## src/logic/sdop_pkg.sv

```systemverilog
// constants and rule summary for the converter serial data output port
// Operation
// - spi protocol is read-only, data_ready_n low flags data, msb first on falling sclk
// - chain input sampled on falling sclk while output shifts on falling sclk
// - data_ready_n falls on new data, rises on first following falling sclk
// - unread data: data_ready_n pulses high, new data loaded one clock before fall; the code loads on the same clock edge as the fall
// - msb present once data_ready_n low, next bit after each falling sclk
// - frame-sync: msb valid after frame sync rises, later bits per falling sclk
// - discrete mode one pin per channel, tdm mode all on first output
// - tdm: channel 1 first, ascending, then forward chain input bits
// - all channels down disables outputs and chain forwarding
// - fixed tdm keeps slots, powered-down channel slot is zero
// - dynamic tdm removes powered-down slots, higher channels move earlier
// - discrete: parallel words, zero after 24th sclk, down channels zero
// - format select codes choose protocol and data mode
// - master clocks per conversion set by mode and clock divide select
// - channel powers down after its input low two clocks, up when high
package sdop_pkg;
  // ----------------------------------------
  // format select codes
  // ----------------------------------------
  localparam logic [2:0] FMT_SPI_TDM_DYN = 3'h0;
  localparam logic [2:0] FMT_SPI_TDM_FIX = 3'h1;
  localparam logic [2:0] FMT_SPI_DISC    = 3'h2;
  localparam logic [2:0] FMT_FS_TDM_DYN  = 3'h3;
  localparam logic [2:0] FMT_FS_TDM_FIX  = 3'h4;
  localparam logic [2:0] FMT_FS_DISC     = 3'h5;
  // ----------------------------------------
  // operating mode codes
  // ----------------------------------------
  localparam logic [1:0] MODE_HIGH_SPEED = 2'h0;
  localparam logic [1:0] MODE_HIGH_RES   = 2'h1;
  localparam logic [1:0] MODE_LOW_POWER  = 2'h2;
  localparam logic [1:0] MODE_LOW_SPEED  = 2'h3;
  // ----------------------------------------
  // master clocks per conversion
  // ----------------------------------------
  localparam int          FRAME_CNT_W   = 12;
  localparam logic [11:0] CYC_HS        = 12'h100;
  localparam logic [11:0] CYC_HR        = 12'h200;
  localparam logic [11:0] CYC_LP_DIV1   = 12'h200;
  localparam logic [11:0] CYC_LP_DIV0   = 12'h100;
  localparam logic [11:0] CYC_LS_DIV1   = 12'hA00;
  localparam logic [11:0] CYC_LS_DIV0   = 12'h200;
  // ----------------------------------------
  // widths and timing
  // ----------------------------------------
  localparam int WORD_BITS      = 24;
  localparam int NUM_CHANNELS   = 8;
  localparam int CLK_PERIOD_NS  = 10;
  localparam int CHANNEL_POWER_DOWN_N_MIN_CLKS  = 2;
  localparam int SYNC_STAGES    = 3;
  localparam int BUF_DEPTH      = 2;
  // spi handshake states
  typedef enum logic [0:0] {st_idle, st_pulse} sdop_state_t;
endpackage : sdop_pkg

```

## src/logic/sdop_port.sv

```systemverilog
// serial data output port: spi and frame-sync read-out of conversion words
`timescale 1ns/1ns
`default_nettype none
module sdop_port #(
  parameter int NCH  = sdop_pkg::NUM_CHANNELS,
  parameter int WORD = sdop_pkg::WORD_BITS
) (
  input  wire logic                  clk,
  input  wire logic                  sys_rst,
  input  wire logic [2:0]            format_select,
  input  wire logic [1:0]            mode_select,
  input  wire logic                  clock_divide_select,
  input  wire logic [NCH-1:0]        channel_power_down_n,
  input  wire logic                  sclk,
  input  wire logic                  frame_sync_in,
  input  wire logic                  chain_in,
  input  wire logic [NCH*WORD-1:0]   conv_data,
  input  wire logic                  conv_valid,
  output var  logic                  conv_ready,
  output var  logic                  data_ready_n,
  output var  logic                  first_serial_out,
  output var  logic [NCH-1:1]        channel_serial_out,
  output var  logic                  frame_period_bad
);
  import sdop_pkg::*;
  localparam int TOT = NCH * WORD;
  localparam int NP  = NCH + 3;
  // idle pin levels: channels up, sclk, frame sync and chain low
  localparam logic [NP-1:0] PIN_IDLE = {{NCH{1'b1}}, 3'b000};

  if (NCH < 2 || WORD < 2) begin : g_bad_cfg
    $error("need at least two channels and two bits per word");
  end

  // ----------------------------------------
  // pin synchronisers
  // ----------------------------------------
  logic [NP-1:0] s1, s2, s3, st, next_st;
  logic [NCH-1:0] pd_prev, ch_down;
  logic sclk_fall, fs_rise, din_s, all_down;

  // three stages; a change counts once stages two and three agree
  // reset to idle levels so no false power-down or edge follows reset
  always_ff @(posedge clk) begin
    if (sys_rst) begin
      s1 <= PIN_IDLE;
      s2 <= PIN_IDLE;
      s3 <= PIN_IDLE;
      st <= PIN_IDLE;
    end else begin
      s1 <= {channel_power_down_n, chain_in, frame_sync_in, sclk};
      s2 <= s1;
      s3 <= s2;
      st <= next_st;
    end
  end

  always_comb begin
    for (int i = 0; i < NP; i++) begin
      next_st[i] = (s2[i] == s3[i]) ? s3[i] : st[i];
    end
  end

  assign sclk_fall = st[0] & ~next_st[0];
  assign fs_rise   = ~st[1] & next_st[1];
  assign din_s     = st[2];

  // power-down after two low clocks, up as soon as high
  always_ff @(posedge clk) begin
    if (sys_rst) begin
      pd_prev <= '1;
      ch_down <= '0;
    end else begin
      pd_prev <= st[NP-1:3];
      ch_down <= ~st[NP-1:3] & ~pd_prev;
    end
  end

  assign all_down = &ch_down;

  // ----------------------------------------
  // format decode
  // ----------------------------------------
  logic is_fs, is_disc, is_dyn;

  always_comb begin
    is_fs   = 1'b0;
    is_disc = 1'b0;
    is_dyn  = 1'b0;
    case (format_select)
      FMT_SPI_TDM_DYN: is_dyn = 1'b1;
      FMT_SPI_TDM_FIX: is_dyn = 1'b0;
      FMT_SPI_DISC:    is_disc = 1'b1;
      FMT_FS_TDM_DYN:  begin
        is_fs  = 1'b1;
        is_dyn = 1'b1;
      end
      FMT_FS_TDM_FIX:  is_fs = 1'b1;
      default:         begin
        is_fs   = 1'b1;
        is_disc = 1'b1;
      end
    endcase
  end

  // ----------------------------------------
  // conversion word buffer
  // ----------------------------------------
  logic [TOT-1:0] buf_data;
  logic           buf_valid, buf_take;

  sdop_pair_buffer #(.WIDTH(TOT), .DEPTH(BUF_DEPTH)) u_buf (
    .clk       (clk),
    .sys_rst   (sys_rst),
    .in_data   (conv_data),
    .in_valid  (conv_valid),
    .in_ready  (conv_ready),
    .out_data  (buf_data),
    .out_valid (buf_valid),
    .out_ready (buf_take)
  );

  // ----------------------------------------
  // frame assembly
  // ----------------------------------------
  logic [TOT-1:0] frame;

  // zero or remove powered-down channel slots, channel 1 in the top slot
  always_comb begin
    int k;
    k     = 0;
    frame = '0;
    for (int c = 0; c < NCH; c++) begin
      if (!ch_down[c]) begin
        if (is_dyn && !is_disc) begin
          frame[TOT-1-WORD*k -: WORD] = buf_data[TOT-1-WORD*c -: WORD];
        end else begin
          frame[TOT-1-WORD*c -: WORD] = buf_data[TOT-1-WORD*c -: WORD];
        end
        k = k + 1;
      end
    end
  end

  // ----------------------------------------
  // load control and data_ready_n
  // ----------------------------------------
  sdop_state_t state;
  logic        load;

  // spi loads when high or after the warning pulse, frame-sync on frame start
  always_comb begin
    if (all_down) load = 1'b0;
    else if (is_fs) load = fs_rise;
    else load = buf_valid && (data_ready_n || state == st_pulse);
  end

  assign buf_take = load & buf_valid;

  always_ff @(posedge clk) begin
    if (sys_rst) begin
      state        <= st_idle;
      data_ready_n <= 1'b1;
    end else if (is_fs || all_down) begin
      state        <= st_idle;
      data_ready_n <= 1'b1;
    end else begin
      case (state)
        st_idle: begin
          if (load) begin
            data_ready_n <= 1'b0;
          end else if (buf_valid && !data_ready_n) begin
            data_ready_n <= 1'b1;
            state        <= st_pulse;
          end else if (sclk_fall) begin
            data_ready_n <= 1'b1;
          end
        end
        default: begin
          data_ready_n <= 1'b0;
          state        <= st_idle;
        end
      endcase
    end
  end

  // ----------------------------------------
  // shift register and outputs
  // ----------------------------------------
  logic [TOT-1:0] sr, next_sr;
  logic [NCH-1:0] dout, next_dout;

  always_comb begin
    next_sr = sr;
    if (all_down) begin
      next_sr = '0;
    end else if (load) begin
      next_sr = buf_take ? frame : '0;
    end else if (sclk_fall) begin
      if (is_disc) begin
        for (int c = 0; c < NCH; c++) begin
          next_sr[TOT-1-WORD*c -: WORD] = {sr[TOT-2-WORD*c -: WORD-1], 1'b0};
        end
      end else begin
        next_sr = {sr[TOT-2:0], din_s};
      end
    end
  end

  // tdm on the first pin only, discrete on every pin
  always_comb begin
    next_dout = '0;
    if (!all_down) begin
      if (is_disc) begin
        for (int c = 0; c < NCH; c++) begin
          next_dout[c] = next_sr[TOT-1-WORD*c] & ~ch_down[c];
        end
      end else begin
        next_dout[0] = next_sr[TOT-1];
      end
    end
  end

  always_ff @(posedge clk) begin
    if (sys_rst) begin
      sr   <= '0;
      dout <= '0;
    end else begin
      sr   <= next_sr;
      dout <= next_dout;
    end
  end

  assign first_serial_out   = dout[0];
  assign channel_serial_out = dout[NCH-1:1];

  // ----------------------------------------
  // frame period check
  // ----------------------------------------
  logic [FRAME_CNT_W-1:0] frame_cnt, expected;
  logic                   seen_frame;

  always_comb begin
    case (mode_select)
      MODE_HIGH_SPEED: expected = CYC_HS;
      MODE_HIGH_RES:   expected = CYC_HR;
      MODE_LOW_POWER:  expected = clock_divide_select ? CYC_LP_DIV1 : CYC_LP_DIV0;
      default:         expected = clock_divide_select ? CYC_LS_DIV1 : CYC_LS_DIV0;
    endcase
  end

  // flags each frame whose length differs from the conversion period
  always_ff @(posedge clk) begin
    if (sys_rst || !is_fs) begin
      frame_cnt        <= '0;
      seen_frame       <= 1'b0;
      frame_period_bad <= 1'b0;
    end else if (fs_rise) begin
      frame_cnt        <= 12'h001;
      seen_frame       <= 1'b1;
      frame_period_bad <= seen_frame && (frame_cnt != expected);
    end else if (frame_cnt != '1) begin
      frame_cnt <= frame_cnt + 12'h001;
    end
  end
endmodule : sdop_port
`default_nettype wire

```

## src/logic/sdop_pair_buffer.sv

```systemverilog
// small word buffer with valid and ready on both sides
`timescale 1ns/1ns
`default_nettype none
module sdop_pair_buffer #(
  parameter int WIDTH = 192,
  parameter int DEPTH = 2
) (
  input  wire logic             clk,
  input  wire logic             sys_rst,
  input  wire logic [WIDTH-1:0] in_data,
  input  wire logic             in_valid,
  output var  logic             in_ready,
  output logic      [WIDTH-1:0] out_data,
  output logic                  out_valid,
  input  wire logic             out_ready
);
  import sdop_pkg::*;
  localparam int PW = (DEPTH > 1) ? $clog2(DEPTH) : 1;

  if (DEPTH < 2 || (DEPTH & (DEPTH - 1)) != 0) begin : g_bad_depth
    $error("depth must be a power of two >= 2");
  end

  logic [WIDTH-1:0] mem [DEPTH];
  logic [PW-1:0]    wr_ptr;
  logic [PW-1:0]    rd_ptr;
  logic [PW:0]      count;
  logic [PW:0]      next_count;
  logic             push;
  logic             pop;

  assign push      = in_valid & in_ready;
  assign pop       = out_valid & out_ready;
  assign out_valid = (count != '0);
  assign out_data  = mem[rd_ptr];

  // occupancy and registered ready
  always_comb begin
    next_count = count;
    if (push && !pop) next_count = count + 1'b1;
    else if (pop && !push) next_count = count - 1'b1;
  end

  always_ff @(posedge clk) begin
    if (sys_rst) begin
      count    <= '0;
      in_ready <= 1'b1;
    end else begin
      count    <= next_count;
      in_ready <= (next_count < (PW+1)'(DEPTH));
    end
  end

  // storage and pointers
  always_ff @(posedge clk) begin
    if (sys_rst) begin
      wr_ptr <= '0;
      rd_ptr <= '0;
    end else begin
      if (push) begin
        mem[wr_ptr] <= in_data;
        wr_ptr      <= wr_ptr + 1'b1;
      end
      if (pop) rd_ptr <= rd_ptr + 1'b1;
    end
  end
endmodule : sdop_pair_buffer
`default_nettype wire

```

## config.mk

```make
export PLATFORM = sky130hd
export DESIGN_NAME = sdop_port
export DESIGN_NICKNAME = d
export VERILOG_FILES = /design/src/logic/sdop_pkg.sv /design/src/logic/sdop_port.sv /design/src/logic/sdop_pair_buffer.sv
export SDC_FILE = /design/constraint.sdc
export NUM_CORES = 2
export LEC_CHECK = 0
export ABC_AREA = 1
export BUFFER_PORTS_ARGS = -buffer_cell sky130_fd_sc_hd__buf_4
export CELL_PAD_IN_SITES_DETAIL_PLACEMENT = 1
export CELL_PAD_IN_SITES_GLOBAL_PLACEMENT = 2
export CORE_ASPECT_RATIO = 0.9
export CORE_UTILIZATION = 38
export DETAILED_ROUTE_END_ITERATION = 10
export PLACE_DENSITY_LB_ADDON = 0.08
export SYNTH_ARGS = -nofsm -noshare
export SYNTH_HDL_FRONTEND = slang
export SYNTH_SLANG_ARGS = --single-unit
```

## constraint.sdc

```tcl
create_clock -name clk -period 35.5 [get_ports clk]
set_input_delay 8.875 -clock clk [delete_from_list [all_inputs] [get_ports clk]]
set_output_delay 8.875 -clock clk [all_outputs]
set_load 0.1 [all_outputs]
```

Word level (Yosys, flattened, before mapping)
Memory sizes are Yosys's and may differ from the RTL's. A register that Yosys moved wholly into a read port is not among the register bits.
Index checks and enable logic that the tools add are counted.
{"block": "classes", "addsub": 25, "multipliers": 7, "order_cmp": 1, "eq_ne": 19, "shift": 14, "mux": 71, "bitwise_logic": 26, "n_reduce_logical": 27}
{"op": "$mux 192", "count": 11}
{"op": "$shift 24x33->215 const A", "count": 7}
{"op": "$shiftx 24x33->215", "count": 7}
{"op": "$bwmux 192", "count": 7}
{"op": "$mux 144", "count": 2}
{"op": "$mux 120", "count": 2}
{"op": "$mux 24", "count": 10}
{"op": "$neg 32->33", "count": 7}
{"op": "$mul 3x32->29 const A", "count": 7}
{"op": "$sub 9x32->32 const A", "count": 7}
{"op": "$add 32x2->32 const B", "count": 6}
{"op": "$mux 32", "count": 6}
{"op": "$mux 96", "count": 2}
{"op": "$mux 169", "count": 1}
{"op": "$mux 168", "count": 1}
{"op": "$mux 72", "count": 2}
{"op": "$mux 48", "count": 2}
{"op": "$pmux 12 s3", "count": 1}
{"op": "$mux 1", "count": 20}
{"op": "$not 8->8", "count": 2}
{"op": "$and 1x1->1", "count": 13}
{"op": "$add 12x1->12 const B", "count": 1}
{"op": "$mux 12", "count": 1}
{"op": "$ne 12x12->1", "count": 1}
{"op": "other kinds (27)", "count": 64}
{"block": "totals", "register_bits": 281, "mem_bits_rw": 384, "in_bits": 212, "output_inout_bits": 11, "wordCells": 220, "mem_count": 1}
{"name": "u_buf.mem", "depth": 2, "width": 192, "read_ports": 1, "rd_ports_with_merged_regs": 1, "wr": 1, "line": "sdop_pair_buffer.sv:24", "rtl": "logic [WIDTH-1:0] mem [DEPTH];"}

Depth between registers and ports, before layout
{"block": "logic_depth", "word_depth": 31, "mapped_depth": 54, "mapped_depth_nobuf": 43}

Hierarchy
Synthesis repeated with hierarchy kept, for this count alone.
{"block": "unflattened", "cells_unflattened": 7013, "hier_area_um2": 48138.7}
{"module": "sdop_port", "instances": 1, "cells_per_inst": 6370, "area_per_inst_um2": 33907.5, "seq_area_each_um2": 5525.3}
{"module": "sdop_pair_buffer", "instances": 1, "cells_per_inst": 643, "area_per_inst_um2": 14231.1, "seq_area_each_um2": 11651.2}

Least setup slack after synthesis
No wires, ideal clock.
{"block": "synth_path", "kind": "input to register", "start": "input port sys_rst", "end": "memory u_buf.mem[1][0], enable pin", "setup_ps": 978, "arrival_time_ps": 22018, "required_time_ps": 34522, "slack_ps": 12504, "path_stages": 2, "path_buffers": 1, "path_cell_list": "clkbuf_1 -> nor3_1"}
{"block": "synth_via", "elab_chain_len": 2}
{"item": "from (decl)", "line": "sdop_port.sv:9", "rtl": "input wire logic sys_rst,"}
{"item": "$mux 1", "line": "sdop_pair_buffer.sv:56", "rtl": "if (sys_rst) begin"}
{"item": "$mux 1 (not written as such)", "line": "sdop_pair_buffer.sv:61", "rtl": "mem[wr_ptr] <= in_data;"}
{"item": "to (decl)", "line": "sdop_pair_buffer.sv:24"}
Every way passes these cells.

Final worst setup path
{"block": "layout_path", "start": "register ch_down[0]", "end": "register sr[151]"}
{"block": "layout_via", "elab_chain_len": 28, "word_cells_on_any_way": 76, "cone_classes": "add/sub (20); mul (7); shift (14); mux (31); bitwise (1); reduce/logical (3)"}
{"item": "from (decl)", "line": "sdop_port.sv:39", "rtl": "logic [NCH-1:0] pd_prev, ch_down;"}
{"item": "from (signal assigned)", "line": "sdop_port.sv:75", "rtl": "ch_down <= ~st[NP-1:3] & ~pd_prev;"}
{"item": "branches (longest 28 deep; another with $add 32x2->32)"}
{"item": "to (signal assigned)", "line": "sdop_port.sv:229", "rtl": "sr <= next_sr;"}
{"item": "to (decl)", "line": "sdop_port.sv:190", "rtl": "logic [TOT-1:0] sr, next_sr;"}
Several ways; the timed one is not identified.
A chain may end at the register's enable or synchronous reset.

==> impl_metrics.yaml <==
pwr:
  p_per_area_mw_per_mm2: 39.41
  seqPwrFrac_pct: 41.3
  internal_power_uw: 1413
  p_sw_uw: 723.6
  p_sw_share_pct: 33.87
  power.leakage_uw: 0.02333
  clock_power_share_pct: 38.8
  p_comb_share_pct: 19.9
  peakVddDrop_mv: 0.05478
route:
  dr.pass1.iters: 8
  dr.max_layer_used: "met5"
  drc_errors: 0
  wl_per_cell_um: 33.91
  vias: 60020
  wl_met2_um: 124900
  vias_per_cell: 6.435
  drt.antenna.violating_nets: 0
  drt_iter0_markers: 9169
  dr_wl_met3_um: 45820
  wl_met1_um: 128600
  totalWireLength_um: 316300
sta:
  period_needed_ns: 16.24
  grt_setup_unrepaired: "false"
  tns_ns: 0
  tightest_slew_ns: 1.550
  slew_viol_final: 2
  holdWs_ns: 0.3448
  final.period_utilization_pct: 45.76
  slew-limit-headroom_pct: -4.410
  fmax_ghz: 0.06156
  clock_skew_ns: 0.05279
  hold_violations: 0
  setup_violations: 0
clock_network:
  tritoncts: "yes"
  clk_latency_ns: 0.76
  ctsResizeCount: 0
  post_cts_buffers: 0
  cts-root-buf: "clkbuf_16"
  cts_buffers: 75
  cts.sinks: 666
  clk_pin_slew_ns: 0.07
  cts_hold_buf: 0
  htreeDepth: 3
  clk_path_buf_depth: 3
run_status:
  status: "complete, but fails checks"
  violations: "max-capacitance violations, max-slew violations"
logic_synthesis:
  ys_types: 65
  syn-instance-count: 7544
  synth_top_area_share_pct: 23.75
  ys.flop_type: "edfxtp_1"
  synth_area_per_cell_sq_um: 6.435
  ys_ff_latch: 666
  synth-edff-count: 384
  ys_warn_count: 0
  synth.area.top_cells: "edfxtp_1 24%, nand2_1 19%, dfxtp_1 12%"
  async_reset_ff_share_pct: 0
  ys_seq_area_share_pct: 35.38
  synth_top_area_cell: "edfxtp_1"
  synth_area_sq_mm: 0.04855
  syn_nets: 7817
setup_path:
  r2r-start: "ch_down[0]"
  startpoint_type: "register"
  cp_max_fo: 42
  worstSetupEndpointType: "register"
  arrival_ns: 16.90
  cp.required_ns: 36.16
  slowest_delay_ns: 1.13
  crit_type: "reg -> reg"
  path_common_cell: "ha_1"
  worstSetupStartpoint: "ch_down[0]"
  slowest_stage: "nor2_1"
global_routing:
  grt_pass1_wl_um: 434000
  antenna_found_initial: 17
  grt_usage_pct: 47.57
  grt_pass1_vias: 57060
  overflow: 0
  grt_max_degree: 178
placed_design:
  finalWeightedCongestion: 1.154
  post-dp-hpwl_um: 245900
  dpl.cell_count: 9180
  port_buffers: 222
  placed_cell_area_sq_mm: 0.05167
job:
  maxCapViolCount: 1
cells_and_area:
  finish.utilization_pct: 42.71
  drive_gt1_share_pct: 8.575
  final_cell_mix: "2499 x nand2_1, 894 x o21ai_0, 805 x nand3_1"
  fin_cells: 9327
  final_common_cell: "nand2_1"
  fin_nets: 7829
  area_growth_pct: 11.65
  fin_area_sq_mm: 0.05420
die:
  die_w_um: 378.8
  dieHeight_um: 341.1
  die-area_sq_mm: 0.1292
  coreArea_sq_mm: 0.1269
  initial_core_util_pct: 38.25
  num_io_pins: 223
  row_count: 124
worst_hold_path:
  worstHoldStart: "pd_prev[5]"
  hold_path_class: "reg -> reg"
[kinds of logic (layout without fill, tap and decap cells)]
group / count (synthesis) / after routing / synth area share, %
DFF: 666 / 666 / 35.38
muxes: 9 / 9 / 0.1881
adders and majority gates: 61 / 61 / 1.649
xor gates and xnor gates: 19 / 19 / 0.3428
AOI/OAI and AO/OA: 1710 / 1710 / 18.62
other: 0 / 11 / 0
buffers and inverters: 889 / 960 / 7.203
and+or+nand+nor: 4190 / 4190 / 36.61
[worst max-delay path, delay by kind of cell, from the launching register on]
kind	cells	cell delay [ns]
AOI/OAI and AO/OA	6	2.74
buffers and inverters	12	5.09
DFF	1	0.66
and+or+nand+nor	6	3.42
adders and majority gates	9	4.13
[final timing paths]
kind | end | slack, ns | cells past startpoint
worst max-delay path | sr[151] | 19.26 | 33
worst max register to register | sr[151] | 19.26 | 33
worst min-delay path | ch_down[5] | 0.34 | 1
worst min register to register | ch_down[5] | 0.34 | 1
[Yosys cell counts (8+ instances only)]
library cell,number
o31ai_1,18
buf_2,71
nor2_4,16
a31oi_1,39
o21ai_1,32
ha_1,56
nand3_2,11
nand4_1,130
o21a_1,8
nand2_1,2503
or2_2,49
o21ai_0,899
nor2_2,30
xor2_1,10
o211ai_1,60
nor2_1,534
o22ai_1,32
nand2_2,20
inv_1,433
nor3_1,47
buf_4,11
mux2i_1,8
nor4_1,8
edfxtp_1,384
buf_1,40
a21oi_1,569
nand3_1,806
inv_2,35
xnor2_1,9
dfxtp_1,282
clkbuf_1,280
clkinv_1,14
nand3b_1,12
a22oi_1,22
[registers in the layout, indices dropped and copies added (netlist names), named ones only]
name and count:
frame_cnt 12, frame_period_bad 1, state 1, u_buf.wr_ptr 1
sr 192, s2 11, u_buf.count 2, st 11
seen_frame 1, ch_down 8, pd_prev 8, s1 11
dout 8, u_buf.rd_ptr 1, u_buf.in_ready 1, s3 11
u_buf.mem 384, data_ready_n 1
[metrics by stage]
stage | setup WS [ns] | power, uW
global route | 19.09 | 2172
floorplan | 12.50 | 1083
CTS | 19.89 | 2107
global placement | 20.08 | 1280
detailed placement | 19.93 | 1289
finish | 19.26 | 2136
[routing by layer]
metal | vias up | GRT usage (%)
met2 | 4185 | 65.69
met5 | - | 0
met1 | 29570 | 64.40
met3 | 740 | 19.61
li1 | 25500 | -
met4 | 18 | 20.40
[final cells by class]
type,instances,area (sq um)
well taps,1701,2128
repair buffers,341,2585
diodes,11,27.53
clock buffers,111,2155
inverters,483,1826
clock inverters,25,349.1
multi-input cells,5989,27950
fillers,16580,72710
flip-flops and latches,666,17180
[power groups by stage]
stage	clock (uW)	combinational, uW	sequential, uW
floorplan	0	185	897
global placement	0	386	894
detailed placement	0	392	896
CTS	830	396	881
global route	855	432	885
finish	828	426	882
(Power assumes the default switching activity.)
